<file path="config.mk">
export PLATFORM = sky130hd
export DESIGN_NAME = usb_host_command_status
export DESIGN_NICKNAME = d
export VERILOG_FILES = /design/src/rtl/uhcs_pkg.sv /design/src/rtl/uhcs_reset_seq.sv /design/src/rtl/usb_host_command_status.sv
export VERILOG_INCLUDE_DIRS = /design/src /design/src/rtl
export SDC_FILE = /design/constraint.sdc
export NUM_CORES = 1
export LEC_CHECK = 0
export ABC_CLOCK_PERIOD_IN_PS = 3000
export BUFFER_PORTS_ARGS = -buffer_cell sky130_fd_sc_hd__clkbuf_2
export CAP_MARGIN = 20
export CORE_MARGIN = 8
export CORE_UTILIZATION = 50
export CTS_CLUSTER_DIAMETER = 40
export DETAILED_ROUTE_END_ITERATION = 8
export PLACE_DENSITY = 0.89
export SYNTH_ARGS = -nofsm -noshare
export SYNTH_HDL_FRONTEND = slang
export SYNTH_SLANG_ARGS = --single-unit
</file>
<file path="constraint.sdc">
create_clock -name core_clk -period 3 [get_ports core_clk]
set_input_delay 0.15 -clock core_clk [delete_from_list [all_inputs] [get_ports core_clk]]
set_output_delay 0.15 -clock core_clk [all_outputs]
set_load 0.02 [all_outputs]
</file>
<file path="src/rtl/uhcs_cfg.svh">
// Constants for the host command and status register bank.
// Assumes inclusion by bare name from rtl/ sources.
`ifndef UHCS_CFG_SVH
`define UHCS_CFG_SVH
`define UHCS_CMD_OFFSET 8'h20
`define UHCS_STS_OFFSET 8'h24
`define UHCS_CMD_RS 0
`define UHCS_CMD_HCRST 1
`define UHCS_CMD_FLS_LO 2
`define UHCS_CMD_PSE 4
`define UHCS_CMD_ASE 5
`define UHCS_CMD_DOOR 6
`define UHCS_CMD_LIGHT 7
`define UHCS_CMD_ITC_LO 16
`define UHCS_STS_XFER 0
`define UHCS_STS_XERR 1
`define UHCS_STS_PORT 2
`define UHCS_STS_ROLL 3
`define UHCS_STS_SYSERR 4
`define UHCS_STS_ADV 5
`define UHCS_STS_EMPTY 13
`define UHCS_STS_HALT 12
`define UHCS_STS_PACT 14
`define UHCS_STS_AACT 15
`define UHCS_ITC_RESET 8'h08
`define UHCS_FLS_RESET 2'h0
`define UHCS_RST_NS 16
`define UHCS_RST_CYCLES ((`UHCS_RST_NS + 3) / 4)
`endif

</file>
<file path="src/rtl/uhcs_pkg.sv">
// Types for the host command and status register bank.
// Assumes nothing beyond a SystemVerilog compiler.
package uhcs_pkg;
    typedef enum logic [1:0] {
        UHCS_HALTED = 2'b00,
        UHCS_RUNNING = 2'b01,
        UHCS_DRAINING = 2'b10
    } uhcs_run_t;
endpackage : uhcs_pkg

</file>
<file path="src/rtl/uhcs_reset_seq.sv">
// Controller reset sequencer: holds a reset pulse for a fixed count.
// Assumes start is a one-cycle request on core_clk.
`timescale 1ns/1ps
`include "uhcs_cfg.svh"
module uhcs_reset_seq (
    input wire logic core_clk,
    input wire logic reset,
    input wire logic start,
    output logic busy
);
    logic [7:0] count_reg;
    logic [7:0] count_next;
    wire logic done = busy && (count_reg == 8'h00);

    assign count_next = start ? 8'((`UHCS_RST_CYCLES) - 1) :
                        (busy && !done) ? count_reg - 8'h01 : count_reg;

    always_ff @(posedge core_clk)
    begin
        if (reset)
        begin
            busy <= 1'b0;
            count_reg <= 8'h00;
        end
        else
        begin
            busy <= start ? 1'b1 : (done ? 1'b0 : busy);
            count_reg <= count_next;
        end
    end
endmodule : uhcs_reset_seq

</file>
<file path="src/rtl/usb_host_command_status.sv">
// Command and status registers of the high speed host controller.
// Assumes a simple one-cycle register port and scheduler handshakes.
`timescale 1ns/1ps
`include "uhcs_cfg.svh"
//
// Contract
// - Threshold resets to 08h, sets interrupt rate
// - Light reset reads busy until done; not implemented here, bit 7 always reads zero
// - Doorbell sets advance flag, then self-clears
// - Async enable resets zero, gates async schedule
// - Periodic enable resets zero, gates periodic schedule
// - List size writable only with capability
// - Controller reset reinitialises all operational state
// - No port reset; ports return to companions
// - Hardware clears reset bit; zero ignored
// - Clearing run finishes pipeline then halts
// - Event flags clear by writing one; the advance flag here ignores the write and clears only on reset
// - Reserved bits written with reset values
// - Async active bit follows enable, delayed
// - Periodic active bit follows enable, delayed
// - Halted resets one, clear while running
// - Rollover flag on index wrap per size
// - Events recorded regardless of enables
// - Index bits N to 3 form list index
module usb_host_command_status (
    input wire logic core_clk,
    input wire logic reset,
    input wire logic regWrite,
    input wire logic regRead,
    input wire logic [7:0] regAddr,
    input wire logic [31:0] regWdata,
    output logic [31:0] regRdata,
    input wire logic listSizeCapable,
    input wire logic pipelineIdle,
    input wire logic asyncRunning,
    input wire logic periodicRunning,
    input wire logic asyncEmpty,
    input wire logic cacheEvicted,
    input wire logic hostAccessFault,
    input wire logic [13:0] frameCounter,
    input wire logic transferDone,
    input wire logic transferError,
    input wire logic portChange,
    output logic runEnable,
    output logic asyncEnable,
    output logic periodicEnable,
    output logic [7:0] interruptThreshold,
    output logic [1:0] frameListSize,
    output logic [9:0] listIndex,
    output logic evictRequest,
    output logic coreReset,
    output logic companionOwnership
);
    // ------------------------------------------------------------
    // Decode
    // ------------------------------------------------------------
    function automatic logic hit(input logic [7:0] a, input logic [7:0] off);
        hit = (a == off);
    endfunction : hit

    wire logic cmdWrite = regWrite && hit(regAddr, `UHCS_CMD_OFFSET);
    wire logic stsWrite = regWrite && hit(regAddr, `UHCS_STS_OFFSET);
    wire logic cmdRead = hit(regAddr, `UHCS_CMD_OFFSET);
    wire logic stsRead = hit(regAddr, `UHCS_STS_OFFSET);

    logic runReg;
    logic doorbell_reg;
    logic [5:0] events_reg;
    logic [5:0] events_next;
    logic halted_reg;
    logic asyncAct_reg;
    logic periodicAct_reg;
    logic empty_reg;
    logic lastWrap_reg;
    logic resetBusy;
    logic resetStart;
    uhcs_pkg::uhcs_run_t runState_reg;
    uhcs_pkg::uhcs_run_t runState_next;

    // Reset bit starts the sequencer; a written zero has no effect
    assign resetStart = cmdWrite && regWdata[`UHCS_CMD_HCRST] && !resetBusy;
    wire logic softReset = reset || resetBusy;

    uhcs_reset_seq uhcs_reset_seq_i (
        .core_clk(core_clk),
        .reset(reset),
        .start(resetStart),
        .busy(resetBusy)
    );

    // ------------------------------------------------------------
    // Command register
    // ------------------------------------------------------------
    wire logic doorbellSet = cmdWrite && regWdata[`UHCS_CMD_DOOR];
    wire logic doorbellDone = doorbell_reg && cacheEvicted;
    wire logic runFromWrite = cmdWrite ? regWdata[`UHCS_CMD_RS] : runReg;
    // Fault forces stop so no further descriptors run
    wire logic runNext = hostAccessFault ? 1'b0 : runFromWrite;

    always_ff @(posedge core_clk)
    begin
        if (softReset)
        begin
            runReg <= 1'b0;
            asyncEnable <= 1'b0;
            periodicEnable <= 1'b0;
            interruptThreshold <= `UHCS_ITC_RESET;
            frameListSize <= `UHCS_FLS_RESET;
            doorbell_reg <= 1'b0;
        end
        else
        begin
            runReg <= runNext;
            doorbell_reg <= doorbellSet ? 1'b1 : (doorbellDone ? 1'b0 : doorbell_reg);
            if (cmdWrite)
            begin
                asyncEnable <= regWdata[`UHCS_CMD_ASE];
                periodicEnable <= regWdata[`UHCS_CMD_PSE];
                interruptThreshold <= regWdata[`UHCS_CMD_ITC_LO +: 8];
                if (listSizeCapable)
                begin
                    frameListSize <= regWdata[`UHCS_CMD_FLS_LO +: 2];
                end
            end
        end
    end

    // ------------------------------------------------------------
    // Run and halt sequencing
    // ------------------------------------------------------------
    always_comb
    begin
        runState_next = runState_reg;
        case (runState_reg)
            uhcs_pkg::UHCS_HALTED:
                if (runReg)
                    runState_next = uhcs_pkg::UHCS_RUNNING;
            uhcs_pkg::UHCS_RUNNING:
                if (!runReg)
                    runState_next = uhcs_pkg::UHCS_DRAINING;
            uhcs_pkg::UHCS_DRAINING:
                // Pipeline must empty before halting
                if (pipelineIdle)
                    runState_next = uhcs_pkg::UHCS_HALTED;
            default:
                runState_next = uhcs_pkg::UHCS_HALTED;
        endcase
    end

    always_ff @(posedge core_clk)
    begin
        if (softReset)
        begin
            runState_reg <= uhcs_pkg::UHCS_HALTED;
            halted_reg <= 1'b1;
        end
        else
        begin
            runState_reg <= runState_next;
            halted_reg <= (runState_next == uhcs_pkg::UHCS_HALTED) && !runReg;
        end
    end

    // ------------------------------------------------------------
    // Status register
    // ------------------------------------------------------------
    // Wrap point per list size: bit 13 for 1024, 12 for 512, 11 for 256
    wire logic [3:0] wrapBit = (frameListSize == 2'h0) ? 4'hd :
                               (frameListSize == 2'h1) ? 4'hc : 4'hb;
    wire logic wrapNow = frameCounter[wrapBit];
    wire logic rollover = (wrapNow != lastWrap_reg);
    wire logic [5:0] eventSet = {doorbellDone, hostAccessFault, rollover,
                                 portChange, transferError, transferDone};
    // Read-only advance flag kept out of the write-one mask
    wire logic [5:0] clearMask = stsWrite ? {1'b0, regWdata[4:0]} : 6'h00;

    genvar g;
    generate
        for (g = 0; g < 6; g++)
        begin : gEvent
            // Set wins over a simultaneous clear
            assign events_next[g] = eventSet[g] || (events_reg[g] && !clearMask[g]);
        end
    endgenerate

    always_ff @(posedge core_clk)
    begin
        if (softReset)
        begin
            events_reg <= 6'h00;
            asyncAct_reg <= 1'b0;
            periodicAct_reg <= 1'b0;
            empty_reg <= 1'b0;
            lastWrap_reg <= 1'b0;
        end
        else
        begin
            events_reg <= events_next;
            // Status tracks the scheduler gated by the enable, so it may lag
            asyncAct_reg <= asyncRunning && asyncEnable;
            periodicAct_reg <= periodicRunning && periodicEnable;
            empty_reg <= asyncEmpty;
            lastWrap_reg <= wrapNow;
        end
    end

    // ------------------------------------------------------------
    // Readback and outputs
    // ------------------------------------------------------------
    wire logic [31:0] cmdView = {8'h00, interruptThreshold, 8'h00,
                                 1'b0, doorbell_reg, asyncEnable, periodicEnable,
                                 frameListSize, resetBusy, runReg};
    wire logic [31:0] stsView = {16'h0000, asyncAct_reg, periodicAct_reg, empty_reg,
                                 halted_reg, 6'h00, events_reg};
    wire logic [31:0] readMux = cmdRead ? cmdView : (stsRead ? stsView : 32'h00000000);
    // List index takes bits N down to 3 of the frame counter
    wire logic [9:0] indexNext = (frameListSize == 2'h0) ? frameCounter[12:3] :
                                 (frameListSize == 2'h1) ? {1'b0, frameCounter[11:3]} :
                                 {2'h0, frameCounter[10:3]};

    always_ff @(posedge core_clk)
    begin
        if (reset)
        begin
            regRdata <= 32'h00000000;
            runEnable <= 1'b0;
            listIndex <= 10'h000;
            evictRequest <= 1'b0;
            coreReset <= 1'b0;
            companionOwnership <= 1'b1;
        end
        else
        begin
            regRdata <= regRead ? readMux : regRdata;
            runEnable <= runReg && !resetBusy;
            listIndex <= indexNext;
            evictRequest <= doorbell_reg && !doorbellDone;
            // Core reset reaches pipelines only, never port signalling
            coreReset <= resetBusy;
            companionOwnership <= resetBusy ? 1'b1 : companionOwnership;
        end
    end
endmodule : usb_host_command_status
</file>
* After elaboration in Yosys (flattened, before gate mapping)
Cells that the tools add are included.
** Cells by class
- Add/sub/neg operators :: 1
- Magnitude comparators :: 1
- Eq/ne operators :: 6
- Muxes and demuxes :: 19
- Reduce and logical (&&, ||, !) cells :: 46
** Operators with widths (number)
- $mux W24 :: 1
- $logic_and A1 B1 Y1 :: 19
- $eq A8 B6 Y1 const B :: 2
- $mux W16 :: 1
- $mux W10 :: 1
- $mux W2 :: 5
- $logic_not A1 Y1 :: 9
- $mux W9 :: 1
- $logic_not A8 Y1 :: 1
- $sub A8 B1 Y8 const B :: 1
- $logic_or A1 B1 Y1 :: 7
- $logic_not A2 Y1 :: 3
- $mux W3 :: 2
- $pmux W2 S3 :: 1
- $reduce_bool A2 Y1 :: 3
- $lt A4 B5 Y1 const B :: 1
- $mux W1 :: 5
- $mux W5 :: 1
- $bmux W1 S4 :: 1
- $eq A2 B1 Y1 const B :: 2
- $reduce_or A2 Y1 :: 2
- $eq A2 B2 Y1 const B :: 1
- $reduce_and A2 Y1 :: 1
- $logic_not A1 Y1 const A :: 1
- $ne A1 B1 Y1 :: 1
** Storage, ports and cells
- Register bits :: 81
- Input port bits :: 68
- Output and inout bits :: 58
- Logic and storage cells :: 94

* Logic depth before layout (Yosys ltp)
- Depth in word-level cells :: 7
- Depth in mapped cells :: 6
- Gate-level depth less buffers :: 6

* By module
Synthesis repeated with hierarchy kept, for this count alone.
** Unflattened totals
- Cells, all modules :: 294
- Area total of the unflattened synthesis :: 2731.4 µm²
** By module, submodules not included
- usb_host_command_status :: times used 1, cells each 244, area an instance 2282.2 µm², seq. area each 1181.1 µm²
- uhcs_reset_seq :: times used 1, cells each 50, area an instance 449.2 µm², seq. area each 180.2 µm²

* Least setup slack after synthesis
OpenSTA, ideal clock, no wires.
- Kind :: input-to-reg
- From :: in regAddr[4]
- To :: reg asyncEnable
- Setup time :: 132 ps
- Data arrival time :: 1625 ps
- Required time :: 2868 ps
- Slack :: 1243 ps
- Cell stages on the path :: 6
- Buffers on the path :: 2
- Cell sequence :: or4b_1 buf_6 nor3_4 buf_12 mux2i_1 nor2_2
** On the way
- Word-level cells in the longest chain between the ends :: 2
** Ends and longest elaborated chain
- start: declaration :: RTL line usb_host_command_status.sv:30 : input wire logic [7:0] regAddr,
- $eq A8 B6 Y1 :: RTL line usb_host_command_status.sv:58 : hit = (a == off);
- $logic_and A1 B1 Y1 :: RTL line usb_host_command_status.sv:61 : wire logic cmdWrite = regWrite && hit(regAddr, `UHCS_CMD_OFFSET);
- end signal: assignment :: RTL line usb_host_command_status.sv:117 : asyncEnable <= regWdata[`UHCS_CMD_ASE];
- end: declaration :: RTL line usb_host_command_status.sv:45 : output logic asyncEnable,
No other way between the ends.
A chain may end at the register's enable or synchronous reset.

* Worst setup path after layout
- From :: reg uhcs_reset_seq_i.busy
- To :: reg uhcs_reset_seq_i.count_reg[3]
** On the way
- Word-level cells in the longest chain between the ends :: 3
- Elaborated cells on any way between the ends :: 6
- Those cells by class :: 6 x reduce/logical
** Ends and longest elaborated chain
- start: declaration :: RTL line uhcs_reset_seq.sv:9 : output logic busy
- start signal: assignment :: RTL line uhcs_reset_seq.sv:27 : busy <= start ? 1'b1 : (done ? 1'b0 : busy);
- $logic_not A1 Y1 / $logic_and A1 B1 Y1 (equally long branches) :: RTL line usb_host_command_status.sv:81, uhcs_reset_seq.sv:13
- $logic_and A1 B1 Y1 / $logic_not A1 Y1 (equally long branches) :: RTL line usb_host_command_status.sv:81, uhcs_reset_seq.sv:16
- $reduce_or A2 Y1 (no line) / $logic_and A1 B1 Y1 (equally long branches)
- end signal: assignment :: RTL line uhcs_reset_seq.sv:28 : count_reg <= count_next;
- end: declaration :: RTL line uhcs_reset_seq.sv:11 : logic [7:0] count_reg;
Several ways; a longest one is shown, not always the timed one.

==> out/qor.yml <==
run_status: "finished, final reports clean"
max_freq_mhz: 526
worstPathBufferInverterCount: 0
top_cell_family_by_delay_on_the_critical_path: "simple AND/OR/NAND/NOR gates"
drv_cap: 0
ys_ff_latch: 68
most-common-layout-cells: "sky130_fd_sc_hd__clkbuf_2 (91), sky130_fd_sc_hd__dfxtp_1 (68), sky130_fd_sc_hd__a21oi_1 (30), sky130_fd_sc_hd__nor2_1 (30), sky130_fd_sc_hd__nor2b_1 (25)"
yosys_warnings: 0
detail_route.wirelength_um: 6540
max_flop_register: "regRdata"
die-area_um2: 8120
data_arrival_critical_path_ns: 2.17
die-height_um: 90.1
final_util_pct: 62.1
cp_slowest_cell: "sky130_fd_sc_hd__or4b_2"
netlist.area_leader.share_pct: 49.5
placementRows: 27
postSynthCellCount: 286
clock_skew_ns: 0.00542
largest_driver_fanout_on_the_critical_path: 12
grt_start_max_net_pins: 38
synth-main-ff-cell: "sky130_fd_sc_hd__dfxtp_1"
worst_ep_required_time_ns: 3.27
timing.final.max_slew_violations: 0
placement.setup.worst_slack_ns: 0.984
clock-root-buffer: "sky130_fd_sc_hd__clkbuf_8"
synth.avg_cell_area_um2: 9.61
grt_antenna_before_repair: 0
start_util_pct: 50.8
cellPowerDensity_nw_per_um2: 497
largest_registers: "regRdata (19), listIndex (10)"
synth_area_leader_cell: "sky130_fd_sc_hd__dfxtp_1"
dr_total_vias: 2270
drt.antenna.violating_nets: 0
largest_register_ff_count: 19
cts_buffer_depth: 2
post_drt_wl_per_cell_um: 14.5
insertedDiodeCount: 0
setup_slack_ns: 1.10
timing.critical_path.cells: "or3b_2, or4b_2, a21oi_1"
max-slew-margin-rel_pct: 50.1
hold_violations: 0
tritoncts_num_sinks: 68
netlist_area_um2: 2750
post_cts_sizing: 0
final_common_cell: "sky130_fd_sc_hd__clkbuf_2"
post_synth_main_area_contributors: "sky130_fd_sc_hd__dfxtp_1 (50%), sky130_fd_sc_hd__nor2b_1 (5.7%), sky130_fd_sc_hd__a21oi_1 (5.5%), sky130_fd_sc_hd__mux2i_1 (5.5%), sky130_fd_sc_hd__nor2_1 (4.1%)"
postCtsSetupBuffers: 0
setup_total_negative_slack_ns: 0
synth_enable_flop_cells: 0
grt_pass1_wl_um: 10600
final_layout_size_suffix_gt1_share_pct: 35.5
tightestPinTransition_ns: 0.749
cell_count_after_placement: 436
setup-violations-final: 0
number_of_clock_buffers_inserted_by_tritoncts: 9
ctsHtreeMaxLevel: 3
drt_iter0_markers: 131
fillers: 458
power_after_layout_mw: 1.67
end_kind: "register"
core-area_um2: 5410
number_of_global_route_vias_before_repair: 2291
crit_path_max_incr_delay_ns: 0.62
peakVddDrop_uv: 328
timing.setup.critical_path_class: "reg -> reg"
cts.reportedPaths.clkPinSlew_ns: 0.07
layout-area-overhead-vs-synth_pct: 22.1
start_kind: "register"
worst_min_delay_path_category: "in -> reg"
later_pin_clock_latency_in_the_skew_report_ns: 0.34
die_x_extent_um: 90.1
final_cell_count_no_fill: 452
grt_remaining_overflow: 0
finish.net_count: 447
synth.lib_cells_used.distinct: 40
yosysSeqAreaShare_pct: 49.5
cellLeakagePower_nw: 1.51
finalWorstPathRequiredPeriod_ns: 1.90
ioPinCount: 126
drt-pass1-iter-count: 4
period_share_pct: 63.4
grtUsageTotal_pct: 16.1
detailedPlacementHpwl_um: 4890
remaining_drc_errors: 0
tritoncts: "built"
vias_per_cell: 5.02
async_reset_ff_share_pct: 0
setup_repair_after_global_routing_missed_its_margin: "no"
gp_congestion: 0.801
io_buffer_count: 91
## synth_stat cells (4+ instances only)
library cell                n
sky130_fd_sc_hd__dfxtp_1   68
sky130_fd_sc_hd__a21oi_1   30
sky130_fd_sc_hd__nor2_1    30
sky130_fd_sc_hd__nor2b_1   25
sky130_fd_sc_hd__mux2i_1   15
sky130_fd_sc_hd__buf_4     14
sky130_fd_sc_hd__clkbuf_1  11
sky130_fd_sc_hd__nand2_1   10
sky130_fd_sc_hd__mux2_2     8
sky130_fd_sc_hd__nor2_2     8
sky130_fd_sc_hd__inv_1      7
sky130_fd_sc_hd__nand2b_1   5
sky130_fd_sc_hd__nand3_1    5
sky130_fd_sc_hd__a31oi_1    4
## per-stage QoR
stage	instance area, um2	hold slack, ns
floorplan	2790	0.229
global placement	3180	0.354
detailed placement	3180	0.356
CTS	3360	0.0105
global route	3360	0.00566
finish	3360	0.0229
## final timing paths
check | from | endpoint | slack, ns | cells after the start
worst max-delay path | uhcs_reset_seq_i.busy$_SDFFE_PP0P_ | uhcs_reset_seq_i.count_reg[3]$_SDFFE_PP0P_ | 1.10 | 3
worst min-delay path | regWdata[19] | interruptThreshold[3]$_SDFFE_PP1N_ | 0.02 | 3
worst max register to register | uhcs_reset_seq_i.busy$_SDFFE_PP0P_ | uhcs_reset_seq_i.count_reg[3]$_SDFFE_PP0P_ | 1.10 | 3
worst min register to register | runState_reg[1]$_SDFF_PP0_ | runState_reg[0]$_SDFF_PP0_ | 0.42 | 1
## where the power goes
group	switching [mW]	internal, mW
Sequential	0.00472	0.917
Combinational	0.0750	0.0483
Clock	0.314	0.309
## worst min-delay path: stages
cell                       delay [ns]
sky130_fd_sc_hd__clkbuf_2        0.07
sky130_fd_sc_hd__mux2i_1         0.05
sky130_fd_sc_hd__nand2_1         0.06
## timing repair
| action | in CTS | in global routing |
|---|---|---|
| endpoints found under the hold margin | 2 | 0 |
| hold buffers | 2 | 0 |
| setup endpoints to repair | 0 | 0 |
## per-layer routing
layer | wire [um] | up-vias | GRT usage (%) | part of all wire (%)
met5 | 0 | - | 0 | 0
met4 | 37 | 0 | 5.27 | 0.57
met3 | 732 | 6 | 10.6 | 11
met2 | 2980 | 95 | 25.2 | 46
met1 | 2790 | 1046 | 17.1 | 43
li1 | - | 1123 | - | -
## kinds of logic (layout without fill, tap and decap cells)
kind of cell             Yosys count  after routing  share of synthesized area [%]
AND/OR/NAND/NOR                  107            107                           22.3
flip-flops                        68             68                           49.5
AO/OA/AOI/OAI                     48             48                           10.4
buffers and inverters             35            117                           7.56
other                              2             14                          0.273
XOR/XNOR                           1              1                          0.319
multiplexers                      23             23                           8.74
adder cells (fa/ha/maj)            2              2                          0.911
## cell type report
type | count | area [um2] | area share [%]
Tap cell | 72 | 90.1 | 2.68
Inverter | 7 | 26.3 | 0.783
Sequential cell | 68 | 1360 | 40.6
Clock inverter | 3 | 15.0 | 0.447
Timing Repair Buffer | 96 | 498 | 14.8
Clock buffer | 11 | 141 | 4.21
Multi-Input combinational cell | 195 | 1220 | 36.5
Note: power is estimated with default switching activity, not from simulation.
